## config.mk

```make
export PLATFORM = sky130hd
export DESIGN_NAME = scm_ctrl
export DESIGN_NICKNAME = d
export VERILOG_FILES = /design/src/common/scm_pkg.sv /design/src/design/scm_ctrl.sv
export SDC_FILE = /design/constraint.sdc
export NUM_CORES = 1
export LEC_CHECK = 0
export ABC_CLOCK_PERIOD_IN_PS = 5400
export BUFFER_PORTS_ARGS = -buffer_cell sky130_fd_sc_hd__buf_2
export CELL_PAD_IN_SITES_DETAIL_PLACEMENT = 0
export CELL_PAD_IN_SITES_GLOBAL_PLACEMENT = 2
export CORE_MARGIN = 2
export CORE_UTILIZATION = 37
export DETAILED_ROUTE_END_ITERATION = 7
export HOLD_SLACK_MARGIN = 0.15
export PLACE_DENSITY_LB_ADDON = 0.1
export SLEW_MARGIN = 20
export SYNTH_ARGS = -nofsm -noshare
export SYNTH_HDL_FRONTEND = slang
export SYNTH_SLANG_ARGS = --single-unit
```

## constraint.sdc

```tcl
create_clock -name sys_clk_i -period 5.4 [get_ports sys_clk_i]
set_input_delay 1.35 -clock sys_clk_i [delete_from_list [all_inputs] [get_ports sys_clk_i]]
set_output_delay 1.35 -clock sys_clk_i [all_outputs]
set_load 0.01 [all_outputs]
```

## src/common/scm_pkg.sv

```systemverilog
/*
 * Package for the system clock and operating mode controller: register
 * indices, field positions, reset values, clock selections and mode states.
 * Assumes a single 250 MHz system clock and a plain register port.
 */
package scm_pkg;

    localparam int          SCM_ADDR_W       = 3;
    localparam logic [2:0]  SCM_REG_MODE     = 3'h0;
    localparam logic [2:0]  SCM_REG_AUX      = 3'h1;
    localparam logic [2:0]  SCM_REG_IRQ_STAT = 3'h2;
    localparam logic [2:0]  SCM_REG_IRQ_MASK = 3'h3;
    localparam logic [2:0]  SCM_REG_STATE    = 3'h4;

    // Mode register fields
    localparam int          SCM_MODE_HSEL    = 0;
    localparam int          SCM_MODE_IDLE    = 1;
    localparam int          SCM_MODE_HRDY    = 2;
    localparam int          SCM_MODE_LRDY    = 3;
    localparam int          SCM_MODE_DIV_LO  = 5;
    localparam logic [7:0]  SCM_MODE_WMASK   = 8'hE3;
    localparam logic [7:0]  SCM_MODE_RST     = 8'h03;

    // Aux flag register fields
    localparam int          SCM_AUX_WRF      = 0;
    localparam int          SCM_AUX_BOR      = 2;
    localparam int          SCM_AUX_CRF      = 3;
    localparam int          SCM_AUX_SYSON    = 7;
    localparam logic [7:0]  SCM_AUX_RST      = 8'h00;

    // Interrupt status bits
    localparam int          SCM_IRQ_HALT     = 0;
    localparam int          SCM_IRQ_WAKE     = 1;
    localparam int          SCM_IRQ_LRDY     = 2;
    localparam int          SCM_IRQ_HRDY     = 3;
    localparam int          SCM_IRQ_N        = 4;

    localparam logic [2:0]  SCM_DIV_LOW_A    = 3'h0;
    localparam logic [2:0]  SCM_DIV_LOW_B    = 3'h1;
    localparam logic [2:0]  SCM_DIV_BASE     = 3'h2;

    localparam int          SCM_FAST_DIV_W   = 6;
    localparam int          SCM_LRDY_SYNC_N  = 2;

    typedef enum logic [2:0] {
        SCM_ST_NORMAL,
        SCM_ST_SLOW,
        SCM_ST_IDLE0,
        SCM_ST_IDLE1,
        SCM_ST_SLEEP0,
        SCM_ST_SLEEP1
    } scm_state_t;

    typedef struct packed {
        logic                  wr;
        logic                  rd;
        logic [SCM_ADDR_W-1:0] addr;
        logic [7:0]            wdata;
    } scm_bus_t;

    typedef struct packed {
        logic cpu_en;
        logic sys_en;
        logic fast_osc_en;
        logic slow_osc_en;
        logic tbc_en;
        logic fast_div_en;
    } scm_clk_t;

endpackage

```

## src/design/scm_ctrl.sv

```systemverilog
/*
 * System clock and operating mode controller. Builds clock enables for the
 * CPU, system clock, fast/slow oscillators and time base, runs the halt
 * mode decision and holds the two mode registers plus an interrupt pair.
 * Assumes oscillator tick and ready pins are asynchronous and the CPU
 * gives one-cycle halt and wake pulses on this clock.
 */
`timescale 1ns/100ps
`default_nettype none

module scm_ctrl #(
    parameter int DIV_W = scm_pkg::SCM_FAST_DIV_W
) (
    input  wire logic             sys_clk_i,
    input  wire logic             sys_rst_i,
    input  wire scm_pkg::scm_bus_t bus_i,
    output logic [7:0]            rdata_o,
    input  wire logic             halt_i,
    input  wire logic             wake_i,
    input  wire logic             fast_tick_i,
    input  wire logic             slow_tick_i,
    input  wire logic             fast_stable_i,
    input  wire logic             wdt_enable_i,
    input  wire logic             lvd_enable_i,
    input  wire logic             ctrl_reset_evt_i,
    input  wire logic             brownout_evt_i,
    input  wire logic             wdt_sw_reset_evt_i,
    output scm_pkg::scm_clk_t     clk_en_o,
    output logic                  sys_tick_o,
    output logic                  tbc_tick_o,
    output logic                  powerdown_set_o,
    output logic                  timeout_clr_o,
    output logic                  wdt_clear_o,
    output logic                  irq_o
);
    import scm_pkg::*;

    // Pin synchronisers: fast tick, slow tick, fast stable
    logic [2:0] sync1_ff;
    logic [2:0] sync2_ff;
    logic [2:0] prev_ff;
    logic       fast_edge;
    logic       slow_edge;
    logic       fast_ok;

    always_ff @(posedge sys_clk_i) begin
        if (sys_rst_i) begin
            sync1_ff <= 3'h0;
            sync2_ff <= 3'h0;
            prev_ff  <= 3'h0;
        end else begin
            sync1_ff <= {fast_stable_i, slow_tick_i, fast_tick_i};
            sync2_ff <= sync1_ff;
            prev_ff  <= sync2_ff;
        end
    end

    assign fast_edge = sync2_ff[0] & ~prev_ff[0];
    assign slow_edge = sync2_ff[1] & ~prev_ff[1];
    assign fast_ok   = sync2_ff[2];

    // Registers and mode state
    logic [7:0]           mode_ff, nxt_mode;
    logic [7:0]           aux_ff, nxt_aux;
    logic [SCM_IRQ_N-1:0] stat_ff, nxt_stat;
    logic [SCM_IRQ_N-1:0] mask_ff, nxt_mask;
    scm_state_t           state_ff, nxt_state;
    logic [SCM_LRDY_SYNC_N-1:0] lcnt_ff, nxt_lcnt;
    logic                 lrdy_ff, nxt_lrdy;
    logic                 hrdy_ff, nxt_hrdy;
    logic [7:0]           rdata_ff, nxt_rdata;
    logic                 pd_ff, nxt_pd;

    logic       hsel;
    logic [2:0] dsel;
    logic       want_slow;
    logic       asleep;
    logic       wr_mode;
    logic       wr_aux;
    logic [SCM_IRQ_N-1:0] evt;

    assign hsel      = mode_ff[SCM_MODE_HSEL];
    assign dsel      = mode_ff[7:SCM_MODE_DIV_LO];
    assign want_slow = ~hsel & ((dsel == SCM_DIV_LOW_A) | (dsel == SCM_DIV_LOW_B));
    assign asleep    = (state_ff != SCM_ST_NORMAL) & (state_ff != SCM_ST_SLOW);
    assign wr_mode   = bus_i.wr & (bus_i.addr == SCM_REG_MODE);
    assign wr_aux    = bus_i.wr & (bus_i.addr == SCM_REG_AUX);

    always_comb begin
        nxt_state = state_ff;
        nxt_pd    = 1'b0;
        case (state_ff)
            SCM_ST_NORMAL, SCM_ST_SLOW: begin
                nxt_state = want_slow ? SCM_ST_SLOW : SCM_ST_NORMAL;
                if (halt_i) begin
                    nxt_pd = 1'b1;
                    if (mode_ff[SCM_MODE_IDLE]) begin
                        nxt_state = aux_ff[SCM_AUX_SYSON] ? SCM_ST_IDLE1
                                                          : SCM_ST_IDLE0;
                    end else if (wdt_enable_i | lvd_enable_i) begin
                        nxt_state = SCM_ST_SLEEP1;
                    end else begin
                        nxt_state = SCM_ST_SLEEP0;
                    end
                end
            end
            SCM_ST_IDLE0, SCM_ST_IDLE1, SCM_ST_SLEEP0, SCM_ST_SLEEP1: begin
                if (wake_i) begin
                    nxt_state = want_slow ? SCM_ST_SLOW : SCM_ST_NORMAL;
                end
            end
            default: nxt_state = SCM_ST_NORMAL;
        endcase
    end

    // Ready flags
    always_comb begin
        nxt_lcnt = lcnt_ff;
        nxt_lrdy = lrdy_ff;
        if (state_ff == SCM_ST_SLEEP0) begin
            nxt_lcnt = '0;
            nxt_lrdy = 1'b0;
        end else if (!lrdy_ff && slow_edge) begin
            nxt_lcnt = lcnt_ff + 1'b1;
            if (lcnt_ff == SCM_LRDY_SYNC_N[SCM_LRDY_SYNC_N-1:0] - 1'b1) begin
                nxt_lrdy = 1'b1;
            end
        end
        // Fast flag drops while oscillator is off, set again once stable
        nxt_hrdy = clk_run_fast() & fast_ok;
    end

    function automatic logic clk_run_fast();
        clk_run_fast = ~want_slow & ((state_ff == SCM_ST_NORMAL) |
                                     (state_ff == SCM_ST_IDLE1));
    endfunction

    // Register writes, sticky flags and interrupt status
    always_comb begin
        nxt_mode = mode_ff;
        nxt_aux  = aux_ff;
        nxt_mask = mask_ff;
        if (wr_mode) begin
            nxt_mode = (mode_ff & ~SCM_MODE_WMASK) | (bus_i.wdata & SCM_MODE_WMASK);
        end
        nxt_mode[SCM_MODE_LRDY] = lrdy_ff;
        nxt_mode[SCM_MODE_HRDY] = hrdy_ff;
        if (wr_aux) begin
            nxt_aux[SCM_AUX_SYSON] = bus_i.wdata[SCM_AUX_SYSON];
            // Flag bits accept clear only
            nxt_aux[SCM_AUX_CRF] = aux_ff[SCM_AUX_CRF] & bus_i.wdata[SCM_AUX_CRF];
            nxt_aux[SCM_AUX_BOR] = aux_ff[SCM_AUX_BOR] & bus_i.wdata[SCM_AUX_BOR];
            nxt_aux[SCM_AUX_WRF] = aux_ff[SCM_AUX_WRF] & bus_i.wdata[SCM_AUX_WRF];
        end
        // Events win over a same-cycle clear
        if (ctrl_reset_evt_i) begin
            nxt_aux[SCM_AUX_CRF] = 1'b1;
        end
        if (brownout_evt_i) begin
            nxt_aux[SCM_AUX_BOR] = 1'b1;
        end
        if (wdt_sw_reset_evt_i) begin
            nxt_aux[SCM_AUX_WRF] = 1'b1;
        end
        if (bus_i.wr && bus_i.addr == SCM_REG_IRQ_MASK) begin
            nxt_mask = bus_i.wdata[SCM_IRQ_N-1:0];
        end
        evt = '0;
        evt[SCM_IRQ_HALT] = nxt_pd;
        evt[SCM_IRQ_WAKE] = asleep & wake_i;
        evt[SCM_IRQ_LRDY] = nxt_lrdy & ~lrdy_ff;
        evt[SCM_IRQ_HRDY] = nxt_hrdy & ~hrdy_ff;
        nxt_stat = stat_ff;
        if (bus_i.wr && bus_i.addr == SCM_REG_IRQ_STAT) begin
            nxt_stat = stat_ff & ~bus_i.wdata[SCM_IRQ_N-1:0];
        end
        nxt_stat = nxt_stat | evt;
        nxt_rdata = 8'h00;
        if (bus_i.rd) begin
            case (bus_i.addr)
                SCM_REG_MODE:     nxt_rdata = mode_ff & 8'hEF;
                SCM_REG_AUX:      nxt_rdata = aux_ff & 8'h8D;
                SCM_REG_IRQ_STAT: nxt_rdata = {{(8-SCM_IRQ_N){1'b0}}, stat_ff};
                SCM_REG_IRQ_MASK: nxt_rdata = {{(8-SCM_IRQ_N){1'b0}}, mask_ff};
                SCM_REG_STATE:    nxt_rdata = {5'h00, state_ff};
                default:          nxt_rdata = 8'h00;
            endcase
        end
    end

    always_ff @(posedge sys_clk_i) begin
        if (sys_rst_i) begin
            mode_ff  <= SCM_MODE_RST;
            aux_ff   <= SCM_AUX_RST;
            stat_ff  <= '0;
            mask_ff  <= '0;
            state_ff <= SCM_ST_NORMAL;
            lcnt_ff  <= '0;
            lrdy_ff  <= 1'b0;
            hrdy_ff  <= 1'b0;
            rdata_ff <= 8'h00;
            pd_ff    <= 1'b0;
        end else begin
            mode_ff  <= nxt_mode;
            aux_ff   <= nxt_aux;
            stat_ff  <= nxt_stat;
            mask_ff  <= nxt_mask;
            state_ff <= nxt_state;
            lcnt_ff  <= nxt_lcnt;
            lrdy_ff  <= nxt_lrdy;
            hrdy_ff  <= nxt_hrdy;
            rdata_ff <= nxt_rdata;
            pd_ff    <= nxt_pd;
        end
    end

    // Fast divider: ratio applied only when the counter wraps, at a slow edge while on the slow source,
    // or while the fast clock is stopped, so a new ratio never shortens a running period
    logic [DIV_W-1:0] dcnt_ff, nxt_dcnt;
    logic [DIV_W-1:0] dlim_ff, nxt_dlim;
    logic             src_slow_ff, nxt_src_slow;
    logic             sys_tick_ff, nxt_sys_tick;
    logic             tbc_tick_ff, nxt_tbc_tick;
    logic [DIV_W-1:0] want_lim;
    logic             wrap;
    scm_clk_t         clk_ff, nxt_clk;

    always_comb begin
        if (hsel) begin
            want_lim = '0;
        end else begin
            // Code 010 gives /64 down to 111 giving /2
            want_lim = DIV_W'((64 >> (dsel - SCM_DIV_BASE)) - 1);
        end
    end

    assign wrap = (dcnt_ff >= dlim_ff);

    always_comb begin
        nxt_dcnt     = dcnt_ff;
        nxt_dlim     = dlim_ff;
        nxt_src_slow = src_slow_ff;
        nxt_sys_tick = 1'b0;
        if (fast_edge && clk_run_fast()) begin
            nxt_dcnt = wrap ? '0 : dcnt_ff + 1'b1;
        end
        // Source and ratio swap at a period boundary of the old clock, or at once when the old fast clock is stopped
        if (src_slow_ff ? slow_edge : (fast_edge && wrap) || !clk_run_fast()) begin
            nxt_src_slow = want_slow;
            nxt_dlim     = want_lim;
        end
        if (state_ff == SCM_ST_NORMAL || state_ff == SCM_ST_SLOW ||
            state_ff == SCM_ST_IDLE1) begin
            nxt_sys_tick = src_slow_ff ? slow_edge : (fast_edge & wrap);
        end
        nxt_tbc_tick = slow_edge & (state_ff != SCM_ST_SLEEP0) &
                       (state_ff != SCM_ST_SLEEP1);
        nxt_clk.cpu_en      = (state_ff == SCM_ST_NORMAL) | (state_ff == SCM_ST_SLOW);
        nxt_clk.sys_en      = nxt_clk.cpu_en | (state_ff == SCM_ST_IDLE1);
        nxt_clk.fast_osc_en = clk_run_fast();
        nxt_clk.fast_div_en = clk_run_fast() & hrdy_ff;
        nxt_clk.slow_osc_en = (state_ff != SCM_ST_SLEEP0);
        nxt_clk.tbc_en      = (state_ff != SCM_ST_SLEEP0) & (state_ff != SCM_ST_SLEEP1);
    end

    always_ff @(posedge sys_clk_i) begin
        if (sys_rst_i) begin
            dcnt_ff     <= '0;
            dlim_ff     <= '0;
            src_slow_ff <= 1'b0;
            sys_tick_ff <= 1'b0;
            tbc_tick_ff <= 1'b0;
            clk_ff      <= '0;
        end else begin
            dcnt_ff     <= nxt_dcnt;
            dlim_ff     <= nxt_dlim;
            src_slow_ff <= nxt_src_slow;
            sys_tick_ff <= nxt_sys_tick;
            tbc_tick_ff <= nxt_tbc_tick;
            clk_ff      <= nxt_clk;
        end
    end

    // Interrupt held in a flop to keep outputs registered
    logic irq_ff;
    always_ff @(posedge sys_clk_i) begin
        if (sys_rst_i) begin
            irq_ff <= 1'b0;
        end else begin
            irq_ff <= |(nxt_stat & nxt_mask);
        end
    end

    assign rdata_o         = rdata_ff;
    assign clk_en_o        = clk_ff;
    assign sys_tick_o      = sys_tick_ff;
    assign tbc_tick_o      = tbc_tick_ff;
    assign powerdown_set_o = pd_ff;
    assign timeout_clr_o   = pd_ff;
    assign wdt_clear_o     = pd_ff;
    assign irq_o           = irq_ff;

endmodule

`default_nettype wire
```

==> impl_metrics.json <==
{
  "path_class": "in2reg",
  "grt_max_degree": 45,
  "ys_async_sr_fraction": 0,
  "seq_area_frac_synth": 0.451,
  "total_power_mw": 1.03,
  "period_share": 0.507,
  "rsz0062_at_grt": "false",
  "num_antenna_cells": 0,
  "postCtsSetupRepairBufs": 0,
  "slew_headroom": 0.454,
  "yosysMostFrequentCell": "dfxtp_1",
  "dr_wl_met3_um": 181,
  "hold_class": "reg2reg",
  "status": "finished clean",
  "met1_length_um": 3280,
  "syn_to_final_growth_pct": 17.0,
  "ctsResizeCount": 0,
  "syn_avg_cell_area_um2": 9.31,
  "clockBufferDepth": 2,
  "worst-path-max-fanout": 12,
  "dieWidth_um": 91.6,
  "preCtsSetupSlack_ns": 2.33,
  "worst-slew-pin-transition_ns": 0.808,
  "syn_area_um2": 2840,
  "yosysWarnings": 0,
  "top_layer_used": "met4",
  "worst_slack_ns": 2.66,
  "cp-start-kind": "input port",
  "numCtsBuffers": 9,
  "skew_ns": 0.0128,
  "drv_slew": 0,
  "worst_setup_path_end_kind": "flop",
  "design_area_um2": 3320,
  "fp.dieH_um": 91.6,
  "vias_per_cell": 4.94,
  "nNetsFinal": 380,
  "synth_edf_count": 0,
  "clockRootBuffer": "clkbuf_8",
  "synthCells": 305,
  "antenna_found_initial": 0,
  "max_freq_mhz": 365,
  "yosys.area.top_type": "dfxtp_1",
  "clk_pin_slew_worst_paths_ns": 0.08,
  "die_area_um2": 8390,
  "synth_common_cells": "dfxtp_1, nor2_1, nand2_1",
  "peakVddDrop_uv": 121,
  "cts_sinks": 64,
  "tns_ns": 0,
  "cp.required_ns": 5.61,
  "drc": 0,
  "synth_flop_cell": "dfxtp_1",
  "hold_viol_final": 0,
  "grt_use_total": 0.158,
  "port_buffers": 42,
  "synth_top_cell_area_share": 0.451,
  "ant_nets": 0,
  "critPathArrivalTime_ns": 2.94,
  "cts_tree": "done",
  "wl_met2_um": 2740,
  "vias": 2208,
  "finalSetupViolations": 0,
  "first_pass_iters": 4,
  "final_util": 0.453,
  "p_leak_nw": 1.42,
  "syn_nets": 342,
  "overflow": 0,
  "rows": 31,
  "routabilityCongestion": 0.805,
  "wirelength_um": 6310,
  "layout-drive-gt1-share": 0.198,
  "grt_pass1_wl_um": 10300,
  "period_minus_slack_ns": 2.74,
  "synth_cell_types": 53,
  "postPlaceCellArea_um2": 3100,
  "max_cap_violations": 0,
  "nFillCells": 732,
  "regToRegSetupSlack_ns": 3.11,
  "grt_pass1_vias": 2108,
  "drtIter0Drc": 100,
  "clk_latency_ns": 0.34,
  "ys_ff_latch": 64,
  "io_pins": 45,
  "p_per_area_nw_per_um2": 311,
  "wl_per_cell_um": 14.1,
  "cts-hold-fix-buffers": 0,
  "floorplan.initialDensity": 0.387,
  "yosys-top-cells-area": "dfxtp_1, mux2i_1, ha_1, nor2_1, nor2b_1",
  "coreArea_um2": 7330,
  "dp_hpwl_um": 4390,
  "cts_max_level": 3
}
metal layers:
metal,track usage,vias up
met4,0.0644,0
met2,0.237,29
met1,0.219,1042
met5,0,-
met3,0.0345,9
li1,-,1128
cell usage in the layout (no fill, tap or decap), types with 2 or more instances in the layout:
master and instances:
dfxtp_1 64, buf_2 42, nor2_1 38, nand2_1 23, mux2i_1 19, nor2b_1 17, inv_1 15, a21oi_1 13
ha_1 12, clkbuf_8 9, a22oi_1 8, o21ai_0 7, nor3_1 5, and2_1 5, nand3_1 4, and3_1 4
nand2b_1 3, nor3b_1 3, o22a_1 3, mux2_2 3, clkinv_4 3, or3_1 2, xor2_1 2, a32o_1 2
a211oi_1 2, nor4_1 2, a21o_1 2, a2bb2oi_1 2, xnor2_1 2, or4_1 2, a21boi_0 2, nor4b_1 2
o21bai_1 2, clkinv_2 2, bufinv_16 2
per-stage QoR:
stage,hold slack [ns],instances
6_report,0.440,447
5_1_grt,0.459,447
4_1_cts,0.448,447
3_5_place_dp,0.429,431
3_3_place_gp,0.417,431
2_1_floorplan,0.414,305
sequential cells by signal, indices dropped and copies added, names as in the netlist, 2 cells and up:
register,count
mask_ff,4
dlim_ff,6
prev_ff,2
lcnt_ff,2
rdata_o,7
sync2_ff,3
mode_ff,7
aux_ff,4
state_ff,3
stat_ff,4
clk_en_o,6
sync1_ff,3
dcnt_ff,6
layout make-up:
class | instances | area, um2 | share of cell area
flip-flops and latches | 64 | 1280 | 0.386
inverters | 16 | 60.1 | 0.0181
well taps | 99 | 124 | 0.0373
clock inverters | 7 | 96.3 | 0.0290
clock buffers | 9 | 124 | 0.0373
repair buffers | 43 | 218 | 0.0655
multi-input cells | 209 | 1420 | 0.427
critical path: stages:
cell	delay, ns
buf_2	0.19
nor4bb_1	0.74
nand2_1	0.13
a22o_1	0.27
a22oi_1	0.15
o21ai_0	0.11
path summary, 6_finish.rpt:
check / cells past startpoint / end / from
min: 1 / sync2_ff[0] / sync1_ff[0]
max: 6 / irq_o / bus_i[8]
max reg2reg: 7 / dlim_ff[1] / dcnt_ff[0]
min reg2reg: 1 / sync2_ff[0] / sync1_ff[0]
where the power goes:
group	internal, mW	leakage, nW	switching (mW)
clock network	0.261	0.113	0.195
logic	0.0364	0.787	0.0471
registers	0.486	0.522	0.00913
total	0.783	1.42	0.252
cells by family after synthesis:
group / Yosys count / synth area share
buffers and inverters: 32 / 0.0489
adder cells (fa/ha/maj): 12 / 0.0529
multiplexers: 24 / 0.0907
AND/OR/NAND/NOR: 118 / 0.216
XOR/XNOR: 4 / 0.0123
flip-flops: 64 / 0.451
other: 1 / 0.00132
AO/OA/AOI/OAI: 50 / 0.127
Power figures use the tool's default switching activity.
